### src/verilog/uart_flow_params.svh
// Offsets, field positions, reset values and timing counts for the UART flow block.
// Assumes a 20-bit APB byte address in which each register takes one aligned word.
`ifndef UART_FLOW_PARAMS_SVH
`define UART_FLOW_PARAMS_SVH

// Register indices; the byte address is four times the index.
`define IDX_DIV_LO 18'h0ffa7
`define IDX_DIV_HI 18'h0ffa8
`define IDX_RESUME 18'h0ffa9
`define IDX_PAUSE 18'h0ffaa
`define IDX_MASK 18'h0ffab
`define IDX_FLOW_CFG 18'h0ffb0
`define IDX_MODEM_CTL 18'h0ffb1
`define IDX_DMA_CTL 18'h0ffb2
`define IDX_STATUS 18'h0ffb3

// Reset values.
`define RST_DIV_LO 8'h08
`define RST_DIV_HI 8'h00
`define RST_CHAR 8'h00

// Interrupt mask fields.
`define MASK_MODEM 0
`define MASK_STATUS 1
`define MASK_TXRX 2
`define MASK_W 3

// Flow-control configuration fields.
`define FC_AUTO_CTS 0
`define FC_AUTO_RTS 1
`define FC_SW 2

// Modem-control fields.
`define MCR_RTS 1
`define MCR_SW 5

// DMA channel control fields.
`define DMA_EN 0
`define DMA_CONT 1

// Status fields.
`define ST_COUNT 0
`define ST_THROT 6
`define ST_PAUSED 7
`define ST_CTS 8
`define ST_HALF 9
`define ST_OVR 10

// Master clock 96 MHz over 6.5: alternate 6 and 7 cycles, 13 cycles per 2 ticks.
`define MASTER_MHZ 96
`define REF_DIV_X2 13
`define REF_SHORT (`REF_DIV_X2 / 2)
`define REF_LONG (`REF_DIV_X2 - `REF_SHORT)

// Receive FIFO depth and marks.
`define FIFO_DEPTH 32
`define MARK_HIGH 6'd28
`define MARK_LOW 6'd4

// Buffer memory layout.
`define BUF_BYTES 512
`define DBUF_BYTES 64
`define X_BASE 9'h000
`define Y_BASE 9'h020

`endif

### src/verilog/uart_flow_pkg.sv
// Types for the UART divisor, flow-control and double-buffer block.
// Assumes the constants header is included by the files that use it.
package uart_flow_pkg;

  typedef struct packed {
    logic valid;
    logic [7:0] data;
  } rx_char_type;

  typedef struct packed {
    logic [7:0] div_lo;
    logic [7:0] div_hi;
    logic [7:0] resume_char;
    logic [7:0] pause_char;
    logic [2:0] mask;
    logic [2:0] flow_cfg;
    logic [7:0] modem_control_reg;
    logic [1:0] dma_ctl;
    logic [2:0] ref_cnt;
    logic ref_long;
    logic ref_tick;
    logic [15:0] baud_cnt;
    logic os_tick;
    logic [31:0][7:0] mem;
    logic [4:0] wr_ptr;
    logic [4:0] rd_ptr;
    logic [5:0] count;
    logic out_valid;
    logic [7:0] out_data;
    logic throttled;
    logic overrun;
    logic rts_n;
    logic pend_pause;
    logic pend_resume;
    logic fc_valid;
    logic [7:0] fc_data;
    logic [2:0] cts_sync;
    logic cts_n;
    logic paused;
    logic tx_go;
    logic dma_half;
    logic dma_done;
    logic ubm_done;
    logic [8:0] dma_base;
    logic [8:0] ubm_base;
    logic irq_modem;
    logic irq_status;
    logic irq_txrx;
    logic pready;
    logic pslverr;
    logic [31:0] prdata;
  } state_type;

endpackage

### src/verilog/uart_flow.sv
// Baud divisor, flow-control characters, receive FIFO with marks and buffer alternation.
// Assumes an APB master on pclk, a same-clock receiver and transmitter, and cts_n from a pin.
//
// What this block does
// - Divisor high byte register, resets zero.
// - Divisor low byte register, resets eight.
// - Reference clock is master over 6.5.
// - Tick at sixteen times baud rate.
// - Resume-character match interrupts when enabled.
// - Pause-character match halts transmit DMA, interrupts.
// - Flow characters sent are the registers.
// - Mask gates modem, status, transmit/receive interrupts.
// - 512-byte buffer with 64-byte double buffer.
// - DMA and buffer manager use opposite halves.
// - Continuous mode alternates halves without software.
// - 32-byte receive FIFO, marks 28 and 4.
// - Marks drive rts_n or send pause/resume.
// - Auto CTS, auto RTS, software flow independent.
// - Auto CTS suspends transmit DMA while high.
// - Software flow needs modem bit5 set, 7:6 clear.
// - Resume match restarts paused transmit DMA.
// - Swap once DMA and manager both report done, paused or not.
//
// The APB slave port was left to the implementer.
`timescale 1ns/100ps
`default_nettype none
`include "uart_flow_params.svh"

module uart_flow (
  input wire logic pclk,
  input wire logic presetn,
  input wire logic ce,
  input wire logic psel,
  input wire logic penable,
  input wire logic pwrite,
  input wire logic [19:0] paddr,
  input wire logic [31:0] pwdata,
  output logic pready,
  output logic [31:0] prdata,
  output logic pslverr,
  input wire uart_flow_pkg::rx_char_type rx_char,
  output logic rx_out_valid,
  output logic [7:0] rx_out_data,
  input wire logic rx_out_ready,
  output logic fc_tx_valid,
  output logic [7:0] fc_tx_data,
  input wire logic fc_tx_ready,
  output logic os_tick,
  output logic rts_n,
  input wire logic cts_n_pin,
  output logic tx_dma_go,
  input wire logic dma_half_done,
  input wire logic ubm_half_done,
  output logic dma_buf_sel,
  output logic [8:0] dma_buf_base,
  output logic [8:0] ubm_buf_base,
  input wire logic modem_event,
  input wire logic status_event,
  input wire logic txrx_event,
  output logic irq_modem,
  output logic irq_status,
  output logic irq_txrx
);

  uart_flow_pkg::state_type s_q;
  uart_flow_pkg::state_type s_d;

  logic [17:0] idx;
  logic access;
  logic mapped;
  logic [15:0] divisor;
  logic sw_on;
  logic push;
  logic pop;
  logic resume_hit;
  logic pause_hit;
  logic [31:0] rd_word;
  logic [5:0] cnt_next;

  always_comb begin
    s_d = s_q;
    idx = paddr[19:2];
    access = psel && penable && !s_q.pready;
    divisor = {s_q.div_hi, s_q.div_lo};
    sw_on = s_q.flow_cfg[`FC_SW] && s_q.modem_control_reg[`MCR_SW] && (s_q.modem_control_reg[7:6] == 2'b00);
    push = 1'b0;
    pop = 1'b0;
    resume_hit = 1'b0;
    pause_hit = 1'b0;
    rd_word = 32'h0000_0000;
    mapped = 1'b1;
    cnt_next = s_q.count;

    // Registers answer one cycle into the access phase.
    case (idx)
      `IDX_DIV_LO: rd_word = {24'h00_0000, s_q.div_lo};
      `IDX_DIV_HI: rd_word = {24'h00_0000, s_q.div_hi};
      `IDX_RESUME: rd_word = {24'h00_0000, s_q.resume_char};
      `IDX_PAUSE: rd_word = {24'h00_0000, s_q.pause_char};
      `IDX_MASK: rd_word = {29'h0000_0000, s_q.mask};
      `IDX_FLOW_CFG: rd_word = {29'h0000_0000, s_q.flow_cfg};
      `IDX_MODEM_CTL: rd_word = {24'h00_0000, s_q.modem_control_reg};
      `IDX_DMA_CTL: rd_word = {30'h0000_0000, s_q.dma_ctl};
      `IDX_STATUS: begin
        rd_word[`ST_COUNT +: 6] = s_q.count;
        rd_word[`ST_THROT] = s_q.throttled;
        rd_word[`ST_PAUSED] = s_q.paused;
        rd_word[`ST_CTS] = s_q.cts_n;
        rd_word[`ST_HALF] = s_q.dma_half;
        rd_word[`ST_OVR] = s_q.overrun;
      end
      default: mapped = 1'b0;
    endcase
    if (paddr[1:0] != 2'b00) begin
      mapped = 1'b0;
    end

    s_d.pready = access;
    s_d.pslverr = access && !mapped;
    if (access) begin
      s_d.prdata = (mapped && !pwrite) ? rd_word : 32'h0000_0000;
    end

    // Baud reference: 6 and 7 master cycles alternately give division by 6.5.
    s_d.ref_tick = 1'b0;
    if (s_q.ref_cnt == (s_q.ref_long ? 3'(`REF_LONG - 1) : 3'(`REF_SHORT - 1))) begin
      s_d.ref_cnt = 3'h0;
      s_d.ref_long = !s_q.ref_long;
      s_d.ref_tick = 1'b1;
    end else begin
      s_d.ref_cnt = s_q.ref_cnt + 3'h1;
    end

    // A divisor of zero counts the full 65536 reference clocks.
    s_d.os_tick = 1'b0;
    if (s_q.ref_tick) begin
      if (s_q.baud_cnt == divisor - 16'h0001) begin
        s_d.baud_cnt = 16'h0000;
        s_d.os_tick = 1'b1;
      end else begin
        s_d.baud_cnt = s_q.baud_cnt + 16'h0001;
      end
    end

    // Register writes.
    if (access && pwrite && mapped) begin
      case (idx)
        `IDX_DIV_LO: begin
          s_d.div_lo = pwdata[7:0];
          s_d.baud_cnt = 16'h0000;
        end
        `IDX_DIV_HI: begin
          s_d.div_hi = pwdata[7:0];
          s_d.baud_cnt = 16'h0000;
        end
        `IDX_RESUME: s_d.resume_char = pwdata[7:0];
        `IDX_PAUSE: s_d.pause_char = pwdata[7:0];
        `IDX_MASK: s_d.mask = pwdata[`MASK_W-1:0];
        `IDX_FLOW_CFG: s_d.flow_cfg = pwdata[2:0];
        `IDX_MODEM_CTL: s_d.modem_control_reg = pwdata[7:0];
        `IDX_DMA_CTL: s_d.dma_ctl = pwdata[1:0];
        default: s_d.overrun = s_q.overrun && !pwdata[`ST_OVR];
      endcase
    end

    // Receive character compare; a pause match takes priority over resume.
    if (rx_char.valid) begin
      resume_hit = (rx_char.data == s_q.resume_char);
      pause_hit = (rx_char.data == s_q.pause_char);
      if (s_q.count == 6'(`FIFO_DEPTH)) begin
        s_d.overrun = 1'b1;
      end else begin
        push = 1'b1;
      end
    end

    // Output stage refills from the FIFO whenever it is empty or being taken.
    if (s_q.out_valid && rx_out_ready) begin
      s_d.out_valid = 1'b0;
    end
    if ((!s_q.out_valid || rx_out_ready) && s_q.count != 6'h00) begin
      pop = 1'b1;
      s_d.out_valid = 1'b1;
      s_d.out_data = s_q.mem[s_q.rd_ptr];
      s_d.rd_ptr = s_q.rd_ptr + 5'h01;
    end
    if (push) begin
      s_d.mem[s_q.wr_ptr] = rx_char.data;
      s_d.wr_ptr = s_q.wr_ptr + 5'h01;
    end
    cnt_next = s_q.count + {5'h00, push} - {5'h00, pop};
    s_d.count = cnt_next;

    // Hysteresis between the two fixed marks.
    if (!s_q.throttled && cnt_next >= `MARK_HIGH) begin
      s_d.throttled = 1'b1;
      if (sw_on) begin
        s_d.pend_pause = 1'b1;
        s_d.pend_resume = 1'b0;
      end
    end else if (s_q.throttled && cnt_next <= `MARK_LOW) begin
      s_d.throttled = 1'b0;
      if (sw_on) begin
        s_d.pend_resume = 1'b1;
        s_d.pend_pause = 1'b0;
      end
    end
    // The far sender is expected to stop while rts_n stays high.
    if (s_q.flow_cfg[`FC_AUTO_RTS]) begin
      s_d.rts_n = s_d.throttled;
    end else begin
      s_d.rts_n = !s_q.modem_control_reg[`MCR_RTS];
    end

    // Flow character offered to the transmitter, loaded from the live registers.
    if (s_q.fc_valid && fc_tx_ready) begin
      s_d.fc_valid = 1'b0;
    end
    if (!s_q.fc_valid || fc_tx_ready) begin
      if (s_d.pend_pause) begin
        s_d.fc_valid = 1'b1;
        s_d.fc_data = s_q.pause_char;
        s_d.pend_pause = 1'b0;
      end else if (s_d.pend_resume) begin
        s_d.fc_valid = 1'b1;
        s_d.fc_data = s_q.resume_char;
        s_d.pend_resume = 1'b0;
      end
    end

    // Clear-to-send pin: three stages, accepted once stages two and three agree.
    s_d.cts_sync = {s_q.cts_sync[1:0], cts_n_pin};
    if (s_q.cts_sync[1] == s_q.cts_sync[2]) begin
      s_d.cts_n = s_q.cts_sync[2];
    end

    // Transmit pause by received characters.
    if (!sw_on) begin
      s_d.paused = 1'b0;
    end else if (pause_hit) begin
      s_d.paused = 1'b1;
    end else if (resume_hit) begin
      s_d.paused = 1'b0;
    end
    s_d.tx_go = s_q.dma_ctl[`DMA_EN] && !s_d.paused
      && !(s_q.flow_cfg[`FC_AUTO_CTS] && s_d.cts_n);

    // Half alternation; a done pulse in the swap cycle belongs to the new half.
    s_d.dma_done = s_q.dma_done || dma_half_done;
    s_d.ubm_done = s_q.ubm_done || ubm_half_done;
    if (s_q.dma_ctl[`DMA_EN] && s_q.dma_ctl[`DMA_CONT] && s_q.dma_done && s_q.ubm_done) begin
      s_d.dma_half = !s_q.dma_half;
      s_d.dma_done = dma_half_done;
      s_d.ubm_done = ubm_half_done;
    end
    s_d.dma_base = s_d.dma_half ? `Y_BASE : `X_BASE;
    s_d.ubm_base = s_d.dma_half ? `X_BASE : `Y_BASE;

    // Interrupt gating only; the controller collects these outside.
    s_d.irq_modem = s_q.mask[`MASK_MODEM] && modem_event;
    s_d.irq_status = s_q.mask[`MASK_STATUS] && (status_event || resume_hit || pause_hit);
    s_d.irq_txrx = s_q.mask[`MASK_TXRX] && txrx_event;

    // A low clock enable freezes everything, bus answer included.
    if (!ce) begin
      s_d = s_q;
    end
  end

  always_ff @(posedge pclk or negedge presetn) begin
    if (!presetn) begin
      s_q <= '0;
      s_q.div_lo <= `RST_DIV_LO;
      s_q.div_hi <= `RST_DIV_HI;
      s_q.resume_char <= `RST_CHAR;
      s_q.pause_char <= `RST_CHAR;
      s_q.ubm_base <= `Y_BASE;
      s_q.dma_base <= `X_BASE;
    end else begin
      s_q <= s_d;
    end
  end

  assign pready = s_q.pready;
  assign prdata = s_q.prdata;
  assign pslverr = s_q.pslverr;
  assign rx_out_valid = s_q.out_valid;
  assign rx_out_data = s_q.out_data;
  assign fc_tx_valid = s_q.fc_valid;
  assign fc_tx_data = s_q.fc_data;
  assign os_tick = s_q.os_tick;
  assign rts_n = s_q.rts_n;
  assign tx_dma_go = s_q.tx_go;
  assign dma_buf_sel = s_q.dma_half;
  assign dma_buf_base = s_q.dma_base;
  assign ubm_buf_base = s_q.ubm_base;
  assign irq_modem = s_q.irq_modem;
  assign irq_status = s_q.irq_status;
  assign irq_txrx = s_q.irq_txrx;

endmodule // uart_flow
`default_nettype wire

### config.mk
export PLATFORM = sky130hd
export DESIGN_NAME = uart_flow
export DESIGN_NICKNAME = d
export VERILOG_FILES = /design/src/verilog/uart_flow_pkg.sv /design/src/verilog/uart_flow.sv
export VERILOG_INCLUDE_DIRS = /design/src /design/src/verilog
export SDC_FILE = /design/constraint.sdc
export NUM_CORES = 1
export LEC_CHECK = 0
export BUFFER_PORTS_ARGS = -buffer_cell sky130_fd_sc_hd__buf_2
export CAP_MARGIN = 20
export CORE_MARGIN = 1.5
export CORE_UTILIZATION = 60
export CTS_BUF_LIST = sky130_fd_sc_hd__clkbuf_4
export DETAILED_ROUTE_END_ITERATION = 10
export PLACE_DENSITY = 0.86
export SETUP_SLACK_MARGIN = 0.3
export SLEW_MARGIN = 10
export SYNTH_ARGS = -nofsm -noshare
export SYNTH_HDL_FRONTEND = slang
export SYNTH_SLANG_ARGS = --single-unit
### constraint.sdc
create_clock -name pclk -period 4.4 [get_ports pclk]
set_clock_uncertainty 0.1 [all_clocks]
set_input_delay 0.88 -clock pclk [delete_from_list [all_inputs] [get_ports pclk]]
set_output_delay 0.88 -clock pclk [all_outputs]
set_load 0.005 [all_outputs]
==> impl_metrics.json <==
{
  "cp-start-kind": "flip-flop",
  "hpwl_mm": 30.4,
  "coreArea_um2": 32500,
  "insertion_delay_ns": 0.79,
  "drtPass1Iterations": 7,
  "worstSetupPathType": "flip-flop to flip-flop",
  "tns_ns": 0,
  "die_width_um": 184,
  "clk_path_buf_depth": 3,
  "ctsRootBufferMaster": "clkbuf_4",
  "hold_path.class": "primary input to asynchronous set/reset pin",
  "vias_per_cell": 6.30,
  "grt_pass1_vias": 13300,
  "ys_ff_latch": 391,
  "clkSinkCount": 391,
  "finalSetupViolCount": 0,
  "start_util": 0.607,
  "grt_pass1_wl_mm": 72.1,
  "vdd_drop_max_uv": 271,
  "grt_usage": 0.275,
  "gp_congestion": 0.848,
  "hold_ws_ns": 0.0215,
  "die_h_um": 184,
  "outcome": "finished clean",
  "synthArstFlopShare": 1.00,
  "power_leakage_uw": 0.0102,
  "syn_inst": 1518,
  "setup.worst_path.end_class": "flip-flop",
  "cts_tree": "yes",
  "arrival_ns": 4.60,
  "syn_area_per_cell_um2": 13.0,
  "nNetsFinal": 1704,
  "dieArea_um2": 33900,
  "cts_buffers": 100,
  "wl_mm": 45.5,
  "remaining_drc_errors": 0,
  "period_share": 0.915,
  "portBuffers": 91,
  "worstPathRequired_ns": 4.98,
  "drv_cap": 0,
  "synth_ff_type": "dfrtp_1",
  "htree_levels": 3,
  "ioPinCount": 152,
  "ant_nets": 0,
  "rsz0062_at_grt": "true",
  "syn_area_um2": 19700,
  "clk_pin_slew_ns": 0.07,
  "vias": 13400,
  "routedWlPerCell_um": 21.4,
  "ys_types": 76,
  "drv_slew": 0,
  "grt_overflow_total": 0,
  "area_delta_synth_final_pct": 9.42,
  "fin_crit_ns": 4.03,
  "holdBufCountCts": 0,
  "preCtsSetupSlack_ns": 0.0880,
  "synth_edf_count": 0,
  "rows": 66,
  "yosys_warnings": 0,
  "slew_headroom": 0.393,
  "power.density_nw_per_um2": 568,
  "layout-drive-gt1-share": 0.418,
  "critPathMaxFanout": 8,
  "grt_max_degree": 94,
  "hold_viol_final": 0,
  "tightest_slew_ns": 0.910,
  "drt_first_iter_violations": 1139,
  "yosysSeqAreaShare": 0.497,
  "fmax_ghz": 0.248,
  "antenna_found_initial": 3,
  "fin_ws_ns": 0.373
}
==> state kept, by name (all words and copies together), names as in the netlist, 8 cells and up <==
signal       count
fc_tx_data       8
rx_out_data      8
divisor         16
s_q            336
prdata          11
==> power by group <==
part / total, uW / internal (uW) / switching [uW]
clock network: 3140 / 1630 / 1510
logic: 3680 / 2050 / 1630
registers: 5430 / 4560 / 865
total: 12200 / 8240 / 4000
==> metrics by stage <==
stage	utilization	std cells	power [uW]	instance area (um^2)
floorplan	-	1554	7940	19800
global placement	0.622	1950	8730	20200
detailed placement	0.622	1950	9010	20200
CTS	0.662	2123	12200	21500
global route	0.664	2126	12900	21500
finish	0.664	2126	12200	21500
==> layout by cell type, fill, tap and decap left out, drive strengths merged, types with 28 or more instances in the layout <==
cell type  netlist  final
mux2           315    315
inv             39     43
buf             83    118
o21ai           53     53
nor2            60     60
conb             1     37
clkbuf          79    151
nand3           30     30
mux4            84     84
dfrtp          389    389
xnor2           28     28
nand2           71     71
==> cell type report <==
class | instances | area, um^2
Fill cell | 2200 | 10900
Sequential cell | 391 | 9790
Multi-Input combinational cell | 961 | 9060
Clock buffer | 151 | 1130
Timing Repair Buffer | 118 | 713
Tap cell | 442 | 553
Inverter | 40 | 150
Clock inverter | 22 | 144
Antenna cell | 1 | 2.50
==> worst paths after layout <==
| kind | cells after the start | slack (ns) | from | endpoint |
|---|---|---|---|---|
| worst max-delay path | 17 | 0.37 | s_q[90] | fc_tx_data[0] |
| worst min-delay path | 1 | 0.02 | presetn | divisor[7] |
| worst max register to register | 17 | 0.37 | s_q[90] | fc_tx_data[0] |
| worst min register to register | 2 | 0.38 | prdata[0] | prdata[0] |
| max in group asynchronous | 3 | 3.02 | presetn | s_q[210] |
| min in group pclk | 2 | 0.25 | dma_half_done | s_q[56] |
==> what timing repair did <==
item / CTS / global route
pin swaps: 0 / 3
resized for setup: 6 / 8
endpoints found under the setup margin: 8 / 9
cloned: 0 / 0
setup buffers: 0 / 1
==> logic make-up after synthesis <==
logic type	share of synthesized area
xor gates and xnor gates	0.0220
other	0.000190
and+or+nand+nor	0.0691
muxes	0.283
adders and majority gates	0.0117
AOI/OAI and AO/OA	0.0635
DFF	0.497
buffers and inverters	0.0531
==> layer usage <==
layer | GRT usage | wire length (um) | vias up
met3 | 0.0607 | 3890 | 147
met1 | 0.371 | 18100 | 6815
met5 | 0 | 25 | -
met2 | 0.438 | 22000 | 703
li1 | - | - | 5719
met4 | 0.110 | 1490 | 4
==> synth_stat cells (15+ instances only) <==
master    instances  share of area
o21ai_0          50          0.013
xnor2_1          28          0.012
nand4_1          17         0.0054
buf_4            66          0.025
nor2_1           60          0.011
dfrtp_1         389           0.49
nand2_1          71          0.014
ha_1             16          0.010
clkbuf_1         79          0.015
a21o_1           15         0.0057
nand3_1          30         0.0076
xor2_1           19         0.0085
mux2_2          315           0.18
a21oi_1          23         0.0058
mux4_2           84          0.096
inv_1            39         0.0074
==> worst max-delay path, stage by stage, from the launching register on <==
cell       delay (ns)
dfrtp_2          0.45
inv_1            0.10
ha_1             0.17
nor3b_4          0.23
nand2_1          0.11
nand2_2          0.11
xnor2_1          0.13
ha_2             0.20
inv_1            0.06
fa_2             0.45
nor4_4           0.28
a21oi_1          0.06
and3_1           0.22
o31a_1           0.27
or3_4            0.39
a31oi_1          0.21
buf_4            0.20
a2bb2oi_1        0.20
Power figures use the tool's default switching activity.
